===== src/core/codec_ctrl_pkg.sv =====
// shared constants and types of the codec control register bank
`default_nettype none
package codec_ctrl_pkg;
	// register indices on the serial control channel
	localparam logic [3:0] CLOCK_CODING_IDX  = 4'h0;
	localparam logic [3:0] PCM_IFACE_IDX     = 4'h1;
	localparam logic [3:0] RX_PCM_DATA_IDX   = 4'h2;
	localparam logic [3:0] TX_PCM_DATA_IDX   = 4'h3;
	localparam logic [3:0] REMOTE_CFG_IDX    = 4'hA;
	localparam logic [3:0] BUZZER_CFG_IDX    = 4'hB;
	// first control byte: address field and read flag
	localparam int unsigned CMD_ADDR_LSB     = 2;
	localparam int unsigned CMD_READ_BIT     = 1;
	localparam logic [7:0]  REG_RESET        = 8'h00;
	// clock_coding_config fields
	localparam int unsigned CLKDIV_LSB       = 6;
	localparam int unsigned COMPANDED_BIT    = 5;
	localparam int unsigned LAW_LSB          = 3;
	localparam int unsigned FRAME_FMT_BIT    = 2;
	localparam int unsigned SEVEN_BIT_BIT    = 1;
	localparam int unsigned LOOPBACK_BIT     = 0;
	// pcm_interface_config fields
	localparam int unsigned TIMING_HI_BIT    = 7;
	localparam int unsigned TIMING_LO_BIT    = 6;
	localparam int unsigned LATCH_CTRL_BIT   = 5;
	localparam int unsigned RX_OVERRIDE_BIT  = 4;
	localparam int unsigned TX_OVERRIDE_BIT  = 3;
	localparam int unsigned XFER_EN_BIT      = 2;
	localparam int unsigned CHAN_SEL_BIT     = 1;
	localparam int unsigned CLK_SRC_BIT      = 0;
	// remote_bias_tone_config fields
	localparam int unsigned KEY_EN_BIT       = 7;
	localparam int unsigned KEY_LATCH_BIT    = 6;
	localparam int unsigned KEY_INVERT_BIT   = 5;
	localparam int unsigned KEY_FLAG_BIT     = 4;
	localparam int unsigned PREAMP_BIT       = 3;
	localparam int unsigned MIC_BIAS_BIT     = 2;
	localparam int unsigned TONE_RANGE_LSB   = 0;
	// buzzer_config fields
	localparam int unsigned BUZ_EN_BIT       = 7;
	localparam int unsigned BUZ_POL_BIT      = 6;
	localparam int unsigned BUZ_DUTY_LSB     = 0;
	// pcm slot geometry and buzzer period
	localparam logic [5:0]  SLOT_COMPANDED   = 6'd8;
	localparam logic [5:0]  SLOT_LINEAR      = 6'd16;
	localparam logic [5:0]  FMT2_GAP         = 6'd2;
	localparam logic [6:0]  BUZ_PERIOD       = 7'h7F;
	// timing
	localparam int unsigned CLK_HZ           = 250_000_000;
	localparam int unsigned DEBOUNCE_MS      = 50;
	localparam int unsigned DEBOUNCE_CYC     = CLK_HZ / 1000 * DEBOUNCE_MS;
	localparam int unsigned BUZ_PRESCALE     = 16;
	localparam int unsigned FIFO_DEPTH       = 16;
	localparam int unsigned FIFO_WIDTH       = 17;
	typedef struct packed {
		logic        linear;
		logic [15:0] sample;
	} pcm_word_type;
endpackage
`default_nettype wire

===== src/core/codec_ctrl.sv =====
// codec control registers, serial control channel, pcm framing, key detector and buzzer
`default_nettype none

module pcm_fifo #(
	parameter int unsigned WIDTH = 17,
	parameter int unsigned DEPTH = 16
) (
	input  wire logic             core_clk_i,
	input  wire logic             srst_i,
	input  wire logic             in_valid_i,
	output logic                  in_ready_o,
	input  wire logic [WIDTH-1:0] in_data_i,
	output logic                  out_valid_o,
	input  wire logic             out_ready_i,
	output logic [WIDTH-1:0]      out_data_o
);
	localparam int unsigned AW = $clog2(DEPTH);
	logic [WIDTH-1:0] mem_r [DEPTH];
	logic [AW-1:0]    wr_ptr_r;
	logic [AW-1:0]    rd_ptr_r;
	logic [AW:0]      count_r;
	logic             push;
	logic             pop;

	assign in_ready_o  = (count_r != (AW+1)'(DEPTH));
	assign out_valid_o = (count_r != '0);
	assign out_data_o  = mem_r[rd_ptr_r];
	assign push        = in_valid_i && in_ready_o;
	assign pop         = out_valid_o && out_ready_i;

	always_ff @(posedge core_clk_i) begin
		if (push) begin
			mem_r[wr_ptr_r] <= in_data_i;
		end
	end

	always_ff @(posedge core_clk_i) begin
		if (srst_i) begin
			wr_ptr_r <= '0;
			rd_ptr_r <= '0;
			count_r  <= '0;
		end else begin
			if (push) begin
				wr_ptr_r <= AW'(wr_ptr_r + 1'b1);
			end
			if (pop) begin
				rd_ptr_r <= AW'(rd_ptr_r + 1'b1);
			end
			count_r <= (AW+1)'(count_r + push - pop);
		end
	end
endmodule // pcm_fifo

module codec_ctrl
	import codec_ctrl_pkg::*;
#(
	parameter int unsigned DEBOUNCE_CYCLES = DEBOUNCE_CYC,
	parameter int unsigned BUZZ_PRESCALE   = BUZ_PRESCALE
) (
	input  wire logic         core_clk_i,
	input  wire logic         srst_i,
	// serial control channel
	input  wire logic         ctl_sclk_i,
	input  wire logic         ctl_cs_n_i,
	input  wire logic         ctl_din_i,
	output logic              ctl_dout_o,
	output logic              ctl_dout_oe_o,
	// pcm link
	input  wire logic         pcm_bclk_i,
	input  wire logic         pcm_fsync_i,
	input  wire logic         pcm_receive_input_i,
	output logic              pcm_transmit_output_o,
	output logic              pcm_transmit_output_oe_o,
	// codec core side
	input  wire logic [15:0]  enc_sample_i,
	output logic              dec_valid_o,
	input  wire logic         dec_ready_i,
	output pcm_word_type      dec_word_o,
	output logic              rx_overrun_o,
	// configuration towards analog and tone blocks
	output logic [1:0]        clock_divider_o,
	output logic              auxiliary_clock_select_o,
	output logic              companded_mode_o,
	output logic [1:0]        law_select_o,
	output logic              amp_mute_o,
	output logic              latch_output_pin_o,
	output logic              preamp_gain_select_o,
	output logic              mic_bias_output_o,
	output logic [1:0]        tone_range_o,
	// remote key and buzzer
	input  wire logic         remote_key_input_i,
	output logic              remote_key_output_o,
	output logic              buzzer_o
);
	logic [7:0]  clock_coding_config_r;
	logic [7:0]  pcm_interface_config_r;
	logic [7:0]  receive_pcm_data_r;
	logic [7:0]  rx_host_data_r;
	logic [7:0]  transmit_pcm_data_r;
	logic [7:0]  remote_bias_tone_config_r;
	logic [7:0]  buzzer_config_r;

	// control channel: 16 clocks per frame, address byte then data byte
	logic        sclk_d_r;
	logic [4:0]  bit_cnt_r;
	logic [15:0] ctl_shift_r;
	logic [7:0]  rd_shift_r;
	logic        ctl_rise;
	logic        ctl_fall;
	logic [3:0]  cmd_addr;
	logic [3:0]  rd_addr;
	logic        cmd_read;
	logic        cmd_read_r;
	logic        wr_commit;
	logic [7:0]  rd_value;
	logic [7:0]  wr_data;

	assign ctl_rise  = ctl_sclk_i && !sclk_d_r && !ctl_cs_n_i;
	assign ctl_fall  = !ctl_sclk_i && sclk_d_r && !ctl_cs_n_i;
	// command byte sits at bits 14:7 once the last data bit arrives
	assign cmd_addr  = ctl_shift_r[7+CMD_ADDR_LSB+:4];
	// at the 8th rise the command byte is seven stored bits plus din
	assign rd_addr   = ctl_shift_r[CMD_ADDR_LSB-1+:4];
	assign cmd_read  = cmd_read_r;
	assign wr_data   = {ctl_shift_r[6:0], ctl_din_i};
	// only the last data bit commits a write
	assign wr_commit = ctl_rise && bit_cnt_r == 5'd15 && !ctl_shift_r[7+CMD_READ_BIT];

	always_comb begin
		case (rd_addr)
			CLOCK_CODING_IDX: rd_value = clock_coding_config_r;
			PCM_IFACE_IDX:    rd_value = pcm_interface_config_r;
			RX_PCM_DATA_IDX:  rd_value = receive_pcm_data_r;
			REMOTE_CFG_IDX:   rd_value = remote_bias_tone_config_r;
			BUZZER_CFG_IDX:   rd_value = buzzer_config_r;
			default:          rd_value = REG_RESET;
		endcase
	end

	always_ff @(posedge core_clk_i) begin
		if (srst_i) begin
			sclk_d_r      <= 1'b0;
			bit_cnt_r     <= '0;
			ctl_shift_r   <= '0;
			rd_shift_r    <= '0;
			cmd_read_r    <= 1'b0;
			ctl_dout_o    <= 1'b0;
			ctl_dout_oe_o <= 1'b0;
		end else begin
			sclk_d_r <= ctl_sclk_i;
			if (ctl_cs_n_i) begin
				bit_cnt_r     <= '0;
				ctl_dout_oe_o <= 1'b0;
			end else if (ctl_rise) begin
				ctl_shift_r <= {ctl_shift_r[14:0], ctl_din_i};
				bit_cnt_r   <= (bit_cnt_r == 5'd16) ? bit_cnt_r : 5'(bit_cnt_r + 1'b1);
				if (bit_cnt_r == 5'd7) begin
					rd_shift_r <= rd_value;
					cmd_read_r <= ctl_shift_r[CMD_READ_BIT-1];
				end
			end else if (ctl_fall && bit_cnt_r >= 5'd8 && bit_cnt_r < 5'd16 && cmd_read) begin
				ctl_dout_o    <= rd_shift_r[7];
				rd_shift_r    <= {rd_shift_r[6:0], 1'b0};
				ctl_dout_oe_o <= 1'b1;
			end else if (bit_cnt_r == 5'd16) begin
				ctl_dout_oe_o <= 1'b0;
			end
		end
	end

	always_ff @(posedge core_clk_i) begin
		if (srst_i) begin
			clock_coding_config_r  <= REG_RESET;
			pcm_interface_config_r <= REG_RESET;
			rx_host_data_r         <= REG_RESET;
			transmit_pcm_data_r    <= REG_RESET;
			buzzer_config_r        <= REG_RESET;
		end else if (wr_commit) begin
			case (cmd_addr)
				CLOCK_CODING_IDX: clock_coding_config_r <= wr_data;
				PCM_IFACE_IDX:    pcm_interface_config_r <= wr_data;
				RX_PCM_DATA_IDX:  rx_host_data_r <= wr_data;
				TX_PCM_DATA_IDX:  transmit_pcm_data_r <= wr_data;
				BUZZER_CFG_IDX:   buzzer_config_r <= wr_data;
				default:          ;
			endcase
		end
	end

	// field decode
	logic       companded;
	logic       loopback;
	logic       seven_bit;
	logic       reverse_timing;
	logic       delayed_timing;
	logic       xfer_active;
	logic [5:0] slot_len;
	logic [5:0] slot_start;

	assign companded      = clock_coding_config_r[COMPANDED_BIT];
	assign loopback       = clock_coding_config_r[LOOPBACK_BIT];
	assign seven_bit      = companded && clock_coding_config_r[SEVEN_BIT_BIT];
	assign delayed_timing = !pcm_interface_config_r[TIMING_HI_BIT];
	assign reverse_timing = pcm_interface_config_r[TIMING_HI_BIT] && pcm_interface_config_r[TIMING_LO_BIT];
	// pcm needs the main clock; on the auxiliary clock only the pcm transfer stops
	assign xfer_active    = pcm_interface_config_r[XFER_EN_BIT] && !pcm_interface_config_r[CLK_SRC_BIT];
	assign slot_len       = companded ? SLOT_COMPANDED : SLOT_LINEAR;
	always_comb begin
		slot_start = {5'd0, delayed_timing};
		if (companded && pcm_interface_config_r[CHAN_SEL_BIT]) begin
			slot_start = 6'(slot_start + SLOT_COMPANDED
				+ (clock_coding_config_r[FRAME_FMT_BIT] ? FMT2_GAP : 6'd0));
		end
	end

	// pcm bit engine; reverse timing swaps the launch and capture edges
	logic        bclk_d_r;
	logic        fs_d_r;
	logic [5:0]  tx_pos_r;
	logic [5:0]  rx_pos_r;
	logic [15:0] tx_word_r;
	logic [15:0] rx_shift_r;
	logic        bclk_rise;
	logic        bclk_fall;
	logic        fs_start;
	logic        launch_edge;
	logic        capture_edge;
	logic [5:0]  tx_idx;
	logic [5:0]  tx_next_pos;
	logic [15:0] tx_word_nxt;
	logic [15:0] tx_src;
	logic [5:0]  rx_idx;
	logic        tx_in_slot;
	logic        rx_in_slot;
	logic        rx_last;
	logic [15:0] rx_word;
	logic        fifo_ready;
	pcm_word_type fifo_in;

	assign bclk_rise    = pcm_bclk_i && !bclk_d_r;
	assign bclk_fall    = !pcm_bclk_i && bclk_d_r;
	assign fs_start     = pcm_fsync_i && !fs_d_r;
	assign launch_edge  = reverse_timing ? bclk_fall : bclk_rise;
	assign capture_edge = reverse_timing ? bclk_rise : bclk_fall;
	// position of the bit launched now; the frame-start edge is position 0
	assign tx_next_pos  = fs_start ? 6'd0 : ((tx_pos_r == 6'h3F) ? tx_pos_r : 6'(tx_pos_r + 1'b1));
	assign tx_idx       = 6'(tx_next_pos - slot_start);
	// the frame-start edge launches from the word being loaded
	assign tx_src       = fs_start ? tx_word_nxt : tx_word_r;
	assign rx_idx       = 6'(rx_pos_r - slot_start);
	assign tx_in_slot   = tx_next_pos >= slot_start && tx_idx < slot_len;
	assign rx_in_slot   = rx_pos_r >= slot_start && rx_idx < slot_len;
	assign rx_last      = rx_in_slot && rx_idx == 6'(slot_len - 1'b1);
	assign rx_word      = {rx_shift_r[14:0], pcm_receive_input_i && !(seven_bit && rx_last)};
	assign fifo_in.linear = !companded;
	// host byte replaces the line byte on the way to the decoder
	assign fifo_in.sample = pcm_interface_config_r[RX_OVERRIDE_BIT] ? {8'h00, rx_host_data_r}
		: (companded ? {8'h00, rx_word[7:0]} : rx_word);

	always_ff @(posedge core_clk_i) begin
		if (srst_i) begin
			bclk_d_r <= 1'b0;
			fs_d_r   <= 1'b0;
			tx_pos_r <= 6'h3F;
			rx_pos_r <= 6'h3F;
		end else begin
			bclk_d_r <= pcm_bclk_i;
			fs_d_r   <= pcm_fsync_i;
			if (fs_start) begin
				tx_pos_r <= '0;
				rx_pos_r <= '0;
			end else begin
				if (launch_edge && tx_pos_r != 6'h3F) begin
					tx_pos_r <= 6'(tx_pos_r + 1'b1);
				end
				if (capture_edge && rx_pos_r != 6'h3F) begin
					rx_pos_r <= 6'(rx_pos_r + 1'b1);
				end
			end
		end
	end

	// transmit word chosen once per frame
	always_comb begin
		if (pcm_interface_config_r[TX_OVERRIDE_BIT]) begin
			tx_word_nxt = {transmit_pcm_data_r, 8'h00};
		end else if (loopback) begin
			tx_word_nxt = {receive_pcm_data_r, 8'h00};
		end else begin
			tx_word_nxt = companded ? {enc_sample_i[7:0], 8'h00} : enc_sample_i;
		end
	end

	always_ff @(posedge core_clk_i) begin
		if (srst_i) begin
			tx_word_r <= '0;
		end else if (fs_start) begin
			tx_word_r <= tx_word_nxt;
		end
	end

	always_ff @(posedge core_clk_i) begin
		if (srst_i) begin
			pcm_transmit_output_o    <= 1'b0;
			pcm_transmit_output_oe_o <= 1'b0;
		end else if (!xfer_active) begin
			pcm_transmit_output_oe_o <= 1'b0;
		end else if (launch_edge) begin
			pcm_transmit_output_o    <= tx_src[4'(4'd15 - tx_idx[3:0])];
			pcm_transmit_output_oe_o <= tx_in_slot && !(seven_bit && tx_idx == 6'd7);
		end else if (tx_pos_r == 6'h3F) begin
			pcm_transmit_output_oe_o <= 1'b0;
		end
	end

	always_ff @(posedge core_clk_i) begin
		if (srst_i) begin
			rx_shift_r         <= '0;
			receive_pcm_data_r <= REG_RESET;
			rx_overrun_o       <= 1'b0;
		end else begin
			// a new overrun in the clearing cycle still lands
			if (wr_commit && cmd_addr == RX_PCM_DATA_IDX) begin
				rx_overrun_o <= 1'b0;
			end
			if (capture_edge && rx_in_slot && xfer_active) begin
				rx_shift_r <= rx_word;
				if (rx_last) begin
					receive_pcm_data_r <= rx_word[7:0];
					// a full buffer drops the frame rather than stall the line
					if (!loopback && !fifo_ready) begin
						rx_overrun_o <= 1'b1;
					end
				end
			end
		end
	end

	pcm_fifo #(
		.WIDTH (FIFO_WIDTH),
		.DEPTH (FIFO_DEPTH)
	) u_rx_fifo (
		.core_clk_i  (core_clk_i),
		.srst_i      (srst_i),
		// no decode when disabled or in loopback
		.in_valid_i  (capture_edge && rx_last && xfer_active && !loopback),
		.in_ready_o  (fifo_ready),
		.in_data_i   (fifo_in),
		.out_valid_o (dec_valid_o),
		.out_ready_i (dec_ready_i),
		.out_data_o  (dec_word_o)
	);

	// remote key detector
	logic [$clog2(DEBOUNCE_CYCLES+1)-1:0] deb_cnt_r;
	logic key_pressed_r;
	logic key_en;

	assign key_en = remote_bias_tone_config_r[KEY_EN_BIT];

	always_ff @(posedge core_clk_i) begin
		if (srst_i) begin
			deb_cnt_r     <= '0;
			key_pressed_r <= 1'b0;
		end else if (!key_en || (!remote_key_input_i) == key_pressed_r) begin
			deb_cnt_r <= '0;
		end else if (deb_cnt_r == ($bits(deb_cnt_r))'(DEBOUNCE_CYCLES - 1)) begin
			deb_cnt_r     <= '0;
			key_pressed_r <= !remote_key_input_i;
		end else begin
			deb_cnt_r <= ($bits(deb_cnt_r))'(deb_cnt_r + 1'b1);
		end
	end

	always_ff @(posedge core_clk_i) begin
		if (srst_i) begin
			remote_bias_tone_config_r <= REG_RESET;
		end else begin
			if (wr_commit && cmd_addr == REMOTE_CFG_IDX) begin
				remote_bias_tone_config_r <= {wr_data[7:5], 1'b0, wr_data[3:0]};
			end
			// a detection in the clearing cycle still lands
			if (key_en && key_pressed_r) begin
				remote_bias_tone_config_r[KEY_FLAG_BIT] <= 1'b1;
			end
		end
	end

	always_ff @(posedge core_clk_i) begin
		if (srst_i) begin
			remote_key_output_o <= 1'b0;
		end else begin
			remote_key_output_o <= key_en && ((remote_bias_tone_config_r[KEY_LATCH_BIT]
				? remote_bias_tone_config_r[KEY_FLAG_BIT] : key_pressed_r)
				^ remote_bias_tone_config_r[KEY_INVERT_BIT]);
		end
	end

	// buzzer pwm: 128-step period gives 0.78125 percent per duty count
	logic [$clog2(BUZZ_PRESCALE+1)-1:0] buz_pre_r;
	logic [6:0] buz_cnt_r;

	always_ff @(posedge core_clk_i) begin
		if (srst_i) begin
			buz_pre_r <= '0;
			buz_cnt_r <= '0;
			buzzer_o  <= 1'b0;
		end else begin
			if (buz_pre_r == ($bits(buz_pre_r))'(BUZZ_PRESCALE - 1)) begin
				buz_pre_r <= '0;
				buz_cnt_r <= (buz_cnt_r == BUZ_PERIOD) ? 7'd0 : 7'(buz_cnt_r + 1'b1);
			end else begin
				buz_pre_r <= ($bits(buz_pre_r))'(buz_pre_r + 1'b1);
			end
			buzzer_o <= buzzer_config_r[BUZ_EN_BIT]
				&& ((buz_cnt_r < {1'b0, buzzer_config_r[BUZ_DUTY_LSB+:6]})
				^ buzzer_config_r[BUZ_POL_BIT]);
		end
	end

	// static configuration outputs
	always_ff @(posedge core_clk_i) begin
		if (srst_i) begin
			clock_divider_o          <= '0;
			auxiliary_clock_select_o <= 1'b0;
			companded_mode_o         <= 1'b0;
			law_select_o             <= '0;
			amp_mute_o               <= 1'b0;
			latch_output_pin_o       <= 1'b1;
			preamp_gain_select_o     <= 1'b0;
			mic_bias_output_o        <= 1'b0;
			tone_range_o             <= '0;
		end else begin
			clock_divider_o          <= clock_coding_config_r[CLKDIV_LSB+:2];
			auxiliary_clock_select_o <= pcm_interface_config_r[CLK_SRC_BIT];
			companded_mode_o         <= companded;
			law_select_o             <= clock_coding_config_r[LAW_LSB+:2];
			amp_mute_o               <= loopback;
			latch_output_pin_o       <= !pcm_interface_config_r[LATCH_CTRL_BIT];
			preamp_gain_select_o     <= remote_bias_tone_config_r[PREAMP_BIT];
			mic_bias_output_o        <= remote_bias_tone_config_r[MIC_BIAS_BIT];
			tone_range_o             <= remote_bias_tone_config_r[TONE_RANGE_LSB+:2];
		end
	end
endmodule // codec_ctrl
`default_nettype wire


===== config.mk =====
export PLATFORM = sky130hd
export DESIGN_NAME = codec_ctrl
export DESIGN_NICKNAME = d
export VERILOG_FILES = /design/src/core/codec_ctrl_pkg.sv /design/src/core/codec_ctrl.sv
export SDC_FILE = /design/constraint.sdc
export NUM_CORES = 1
export LEC_CHECK = 0
export ABC_AREA = 1
export BUFFER_PORTS_ARGS = -buffer_cell sky130_fd_sc_hd__buf_2
export CELL_PAD_IN_SITES_DETAIL_PLACEMENT = 0
export CELL_PAD_IN_SITES_GLOBAL_PLACEMENT = 1
export CORE_UTILIZATION = 30
export DETAILED_ROUTE_END_ITERATION = 8
export PLACE_DENSITY = 0.67
export SETUP_SLACK_MARGIN = 0.02
export SLEW_MARGIN = 5
export SYNTH_ARGS = -nofsm -noshare
export SYNTH_HDL_FRONTEND = slang
export SYNTH_SLANG_ARGS = --single-unit

===== constraint.sdc =====
create_clock -name core_clk_i -period 3.6 [get_ports core_clk_i]
set_input_delay 0.36 -clock core_clk_i [delete_from_list [all_inputs] [get_ports core_clk_i]]
set_output_delay 0.36 -clock core_clk_i [all_outputs]
set_load 0.1 [all_outputs]

==> run metrics, run 1 <==
status=finished clean; GPL Wtd Cong=0.8322; Max FO, Critical Path=3; R2R Path Start=pcm_interface_config_r[7]; wire per inst=17.47 um; slew margin rel.=0.2817; share of layout cells above drive strength 1=0.1195; critical path data arrival time=3.78 ns; critical path required time=4.07 ns; initial core utilization=0.3038; Worst-Margin Slew=1.074 ns; syn_area_per_cell=9.852 um2; worst hold path type=primary input to flop; Final WS setup=0.2948 ns; RSZ-0062 raised after global routing=no; Clock Latency Late Sink=0.62 ns; DIE AREA=69,290 um2; hold_sp=enc_sample_i[6]; Syn. warnings=0; DRT iter0 DRCs=872; cell chain of the critical path=inv_1, ha_1, fa_1, nand2_1, nand2_1, nand2_2, nand2_1, ha_1, a21oi_2, o21ai_2, nor2_2, nand2_2, nor2_4, ha_2, fa_2, nand2_1, a21oi_1, nor2_1, o21ai_1, a21oi_1; Yosys reg bits=474; P&R area growth vs syn=16.89%; syn nets=2,141; setup violators final=0; area of the core=67,400 um2; TritonCTS clock tree=done; clock period minus worst slack=3.305 ns; post-route cell area=23,930 um2; dominant cells by area after synthesis=edfxtp_1 40%, dfxtp_1 20%, o21ai_0 5.4%, a21oi_1 4.8%, inv_1 4.7%; I/O pins=63; Die H=263.2 um; crit path kind=flop to flop; Post-DP Area=22,160 um2; Startpoint Class=flop; largest net degree at the start of global routing=100; Worst Hold End=tx_word_r[6]; Vias/cell=4.805; Routed Wire Length=53,570 um; Pre-Repair DR Iteration Count=5; slowest CP cell=fa_1; Fmax achieved=302.5 MHz; first-pass GRT wire length=82,390 um; Yosys cell types=51; Syn Std Cell Area=20,470 um2; r2r setup slk=0.29 ns; leading area contributor after synthesis=edfxtp_1; Final ANT Viol Nets=0; H-tree depth=2; RR Endpoint=u_rx_fifo.count_r[4]; clk slew on worst S/H paths=0.07 ns; max-slew violation count=0; most frequent cells in the layout=272 x edfxtp_1, 256 x inv_1, 236 x nand2_1; pwr/cell area=573.7 nW/um2; Final #Nets=2,213; maximum VDD drop=0.0003826 V; slowest stage delay, CP=0.39 ns; crit path capture type=flop; Clock Root Buffer=clkbuf_16; fin crit share=0.9181; most common cell after layout, fill and taps aside=edfxtp_1; DP Worst Slack=0.1181 ns; Die W=263.2 um; Port Buffers=62; CTS Buf Count=50; Cell Rows=95; vias in the first global route=14,260; Leak Pwr=8.950 nW; post-synth top area share=0.3989; Hold Vio Cnt, Final=0; Max-cap violations=0; Sink Count=474; total gr overflow=0; # DRC=0; total number of vias=14,740; Mapped Cells=2,078; total global-route track usage=0.1522; hpwl dp=35,420 um; Clock Path Buffers=3; initial antenna violation count=1; sequential area share after synthesis=0.5965; reg2reg path depth=20; worst hold path depth=3; Setup Skew=0.04094 ns; most frequent CP cell=nand2_1
## worst max-delay path by stage
stage,startpoint,to,slack [ns],depth (start not counted)
CTS,pcm_interface_config_r[7],u_rx_fifo.count_r[4],0.09,20
floorplan,clock_coding_config_r[5],u_rx_fifo.mem_r[0][0],-0.16,18
global placement,pcm_interface_config_r[7],u_rx_fifo.count_r[4],0.14,21
global route,pcm_interface_config_r[7],u_rx_fifo.count_r[4],0.03,21
finish,pcm_interface_config_r[7],u_rx_fifo.count_r[4],0.29,20
detailed placement,pcm_interface_config_r[7],u_rx_fifo.count_r[4],0.12,20
## synthesized netlist by cell type (all sizes together)
| master | number |
|---|---|
| a21boi | 1 |
| o32ai | 1 |
| a31oi | 4 |
| nor4 | 7 |
| nor3 | 30 |
| dfxtp | 202 |
| xnor2 | 5 |
| nand3b | 1 |
| nor3b | 5 |
| nand2 | 243 |
| a211oi | 11 |
| clkbuf | 57 |
| clkinv | 4 |
| o21bai | 3 |
| o221ai | 3 |
| nor2 | 163 |
| nand3 | 101 |
| and3 | 1 |
| inv | 261 |
| edfxtp | 272 |
| ha | 34 |
| o21a | 4 |
| o22ai | 5 |
| and3b | 1 |
| o21ai | 223 |
| mux2i | 68 |
| or2 | 16 |
| xor2 | 6 |
| buf | 40 |
| nand4 | 29 |
| o211ai | 73 |
| a21oi | 198 |
| o31ai | 2 |
| fa | 3 |
| and2 | 1 |
## through the flow
stage / cells / util / hold slack (ns) / power [mW] / setup TNS (ns)
2_1_floorplan: 2078 / - / 0.3763 / 7.924 / -32.63
3_3_place_gp: 2967 / 0.3287 / 0.4234 / 8.568 / 0
3_5_place_dp: 2967 / 0.3287 / 0.4149 / 8.589 / 0
4_1_cts: 3064 / 0.3543 / 0.03542 / 13.89 / 0
5_1_grt: 3065 / 0.3550 / 0.06864 / 14.31 / 0
6_report: 3067 / 0.3551 / 0.06572 / 13.73 / 0
## report_power, final
| part | internal [mW] | switching, mW | total, mW |
|---|---|---|---|
| Clock | 3.00 | 2.27 | 5.27 |
| Sequential | 5.76 | 0.106 | 5.86 |
| Combinational | 0.722 | 1.88 | 2.60 |
| Total | 9.48 | 4.25 | 13.7 |
## worst max-delay path: cells and delay by family, from the launching register on
| kind | cells | cell delay, ns |
|---|---|---|
| AOI/OAI and AO/OA | 5 | 0.55 |
| adders and majority gates | 5 | 1.33 |
| buffers and inverters | 1 | 0.08 |
| DFF | 1 | 0.35 |
| and+or+nand+nor | 9 | 0.85 |
## registers in the layout, indices dropped and copies added (netlist names), 13 cells and up, named ones only
signal / flops
u_rx_fifo.mem_r: 272
deb_cnt_r: 24
tx_word_r: 16
rx_shift_r: 15
ctl_shift_r: 13
## layer usage
| metal | vias to the layer above | track usage | routed length [um] |
|---|---|---|---|
| met2 | 293 | 0.2530 | 25530 |
| li1 | 7340 | - | - |
| met3 | 91 | 0.02114 | 2254 |
| met5 | - | 0 | 0 |
| met4 | 0 | 0.05563 | 1632 |
| met1 | 7012 | 0.2012 | 24150 |
## kinds of logic (layout without fill, tap and decap cells)
group / Yosys count / after routing / share of synthesized area
DFF: 474 / 474 / 0.5965
AOI/OAI and AO/OA: 528 / 528 / 0.1422
adders and majority gates: 37 / 37 / 0.02371
other: 0 / 2 / 0
muxes: 68 / 68 / 0.03325
xor gates and xnor gates: 11 / 11 / 0.004706
buffers and inverters: 362 / 476 / 0.06936
and+or+nand+nor: 598 / 598 / 0.1303
## cell type report
type	count	area, um2
inverters	265	994.7
clock buffers	72	1414
repair buffers	117	993.5
diodes	2	5.005
fillers	6771	43460
well taps	873	1092
clock inverters	22	282.8
multi-input cells	1242	6930
flip-flops and latches	474	12220
## timing repair
item / CTS / global route
hold buffers: 3 / 0
resized for setup: 0 / 10
buffers inserted: 0 / 1
endpoints found under the setup margin: 0 / 181
endpoints found under the hold margin: 3 / 0
No activity file was read; power rests on OpenSTA's default activity.
==> run 2, diff against run 1 <==
CTS_BUF_LIST = sky130_fd_sc_hd__clkbuf_8   (was unset)
==> run 2 against run 1 <==
Global-route usage grew 0.16 points. First-iteration DRC count grew 2.8%. Final cell count grew 1.9%. Critical path type unchanged. Highest routed layer unchanged.
==> run metrics, run 2 (synthesized netlist as in run 1, its figures left out) <==
status=finished clean; Post-Layout Cell Count=3,124 (+1.9%); Post-DP Area=22,160 um2 (unchanged); fill count=6,825 (+0.80%); P&R area growth vs syn=16.72%; hold_sp=ctl_din_i; slowest CP cell=fa_1; hpwl dp=35,420 um (unchanged); Leak Pwr=9.087 nW (+1.5%); Switching Power=4.231 mW (-0.46%); Pre-Repair DR Iteration Count=5 (unchanged); internal power=9.044 mW (-4.6%); Hold Vio Cnt, Final=0 (unchanged); total global-route track usage=0.1538 (+0.001595); Clock power frac=0.362 (-0.022); RR Endpoint=u_rx_fifo.count_r[4]; Top Registers=u_rx_fifo.mem_r: 272 flops, deb_cnt_r: 24 flops, tx_word_r: 16 flops; largest net degree at the start of global routing=100 (unchanged); H-tree depth=3 (+1); Port Buffers=62 (unchanged); RSZ-0062 raised after global routing=no; Setup Skew=0.03165 ns (-0.009294 ns); Vias/cell=4.774 (-0.63%); maximum VDD drop=0.0002716 V (-29%); r2r setup slk=0.30 ns (about the same); TritonCTS clock tree=done; met1 Use GR=0.2019 (+0.0007522); fin crit share=0.9158 (-0.002367); Clock Latency Late Sink=0.68 ns (+0.06 ns); Die H=263.2 um (unchanged); Final WS setup=0.3033 ns (+0.008521 ns); pwr/cell area=555.5 nW/um2 (-3.2%); I/O pins=63 (unchanged); crit path kind=flop to flop; cell chain of the critical path=inv_1, ha_1, fa_1, nand2_1, nand2_1, nand2_2, nand2_1, ha_1, a21oi_1, o21ai_2, nor2_2, nand2_2, nor2_4, ha_2, fa_2, nand2_1, a21oi_1, nor2_1, o21ai_1, a21oi_1; worst hold path type=primary input to flop; GR peak layer=met2; post-route cell area=23,900 um2 (-0.15%); initial core utilization=0.3038 (unchanged); clock period minus worst slack=3.297 ns (-0.008521 ns); DP Worst Slack=0.1181 ns (unchanged); Fmax achieved=303.3 MHz (+0.26%); GPL Wtd Cong=0.8322 (unchanged); Worst Hold End=clock_coding_config_r[0]; DIE AREA=69,290 um2 (unchanged); slew margin rel.=0.3042 (+0.02258); max-slew violation count=0 (unchanged); total gr overflow=0 (unchanged); Final #Nets=2,248 (+1.6%); clk slew on worst S/H paths=0.07 ns (about the same); R2R Path Start=rx_pos_r[0]; setup violators final=0 (unchanged); critical path required time=4.14 ns (+0.07 ns); Clock Root Buffer=clkbuf_8; reg2reg path depth=20 (unchanged); most frequent CP cell=nand2_1; max reg flops=272 (unchanged); Comb pwr share=0.196 (+0.007); met3 usage=0.02544 (+0.004303); Worst-Margin Slew=1.040 ns (-0.03375 ns); critical path data arrival time=3.84 ns (+0.06 ns); Clock Path Buffers=3 (unchanged); wire per inst=17.24 um (-1.3%); Power Total=13.27 mW (-3.3%); M2 GR Usage=0.2531 (about the same); Startpoint Class=flop; Sw Share=0.3187 (+0.009161); crit path capture type=flop; area of the core=67,400 um2 (unchanged); vias in the first global route=14,510 (+1.7%); Cell Rows=95 (unchanged); Routed Wire Length=53,870 um (+0.57%); first-pass GRT wire length=82,850 um (+0.56%); Largest Register=u_rx_fifo.mem_r; Final ANT Viol Nets=0 (unchanged); Die W=263.2 um (unchanged); # DRC=0 (unchanged); Seq pwr share=0.442 (+0.015); placed cell count=2,967 (unchanged); share of layout cells above drive strength 1=0.1306 (+0.01108); worst hold path depth=3 (unchanged); Sink Count=474 (unchanged); Max FO, Critical Path=3 (unchanged); most common cell after layout, fill and taps aside=inv_1; DRT iter0 DRCs=896 (+2.8%); slowest stage delay, CP=0.39 ns (about the same); Max-cap violations=0 (unchanged); initial antenna violation count=1 (unchanged); CTS Buf Count=79 (+58%); antenna cells=0 (-2); total number of vias=14,920 (+1.2%); most frequent cells in the layout=282 x inv_1, 272 x edfxtp_1, 237 x nand2_1
[run 2: area by class of cell]
type                            instances  area [um2]  share of cell area
Sequential cell                       474       12220              0.5113
Multi-Input combinational cell       1242        6924              0.2898
Clock buffer                           91        1252             0.05241
Tap cell                              873        1092             0.04571
Timing Repair Buffer                  123        1054             0.04409
Inverter                              265       994.7             0.04163
Clock inverter                         56       361.6             0.01513
[run 2: how the worst max path moves through the flow]
stage                     slack (ns)  depth (start not counted)                     to                       from
after floorplan                -0.16                         18  u_rx_fifo.mem_r[0][0]   clock_coding_config_r[5]
after global placement          0.14                         21   u_rx_fifo.count_r[4]  pcm_interface_config_r[7]
after detailed placement        0.12                         20   u_rx_fifo.count_r[4]  pcm_interface_config_r[7]
after CTS                       0.12                         20   u_rx_fifo.count_r[4]  pcm_interface_config_r[7]
after global routing            0.02                         21   u_rx_fifo.count_r[4]  pcm_interface_config_r[7]
final                           0.30                         20   u_rx_fifo.count_r[4]                rx_pos_r[0]
[run 2: metal layers]
layer	share of wire	vias to the layer above
met5	0	-
met1	0.45	7052
li1	-	7427
met2	0.48	334
met4	0.031	0
met3	0.043	102
[run 2: critical path: cells and delay by family (launching register included)]
family,cells,cell delay (ns)
simple gates,9,0.85
buf+inv,1,0.09
fa+ha+maj,5,1.30
compound gates,5,0.58
flops,1,0.35
[run 2: stage by stage]
stage,hold WS [ns],utilization,setup TNS (ns)
after floorplan,0.3763,-,-32.63
after detailed placement,0.4149,0.3287,0
after global routing,0.04977,0.3546,0
after global placement,0.4234,0.3287,0
after CTS,0.008693,0.3540,0
final,0.06075,0.3546,0
[run 2: power by group through the flow]
stage / Clock, mW / Combinational (mW) / Sequential, mW
3_3_place_gp: 0 / 2.59 / 5.97
2_1_floorplan: 0 / 2.01 / 5.92
5_1_grt: 5.18 / 2.83 / 5.88
3_5_place_dp: 0 / 2.61 / 5.98
6_report: 4.81 / 2.60 / 5.86
4_1_cts: 4.95 / 2.63 / 5.86
[run 2: timing repair]
action / in CTS / in global routing
hold buffers: 9 / 0
buffers inserted: 0 / 1
gates resized for setup: 0 / 7
setup endpoints to repair: 0 / 137
hold endpoints to repair: 9 / 0
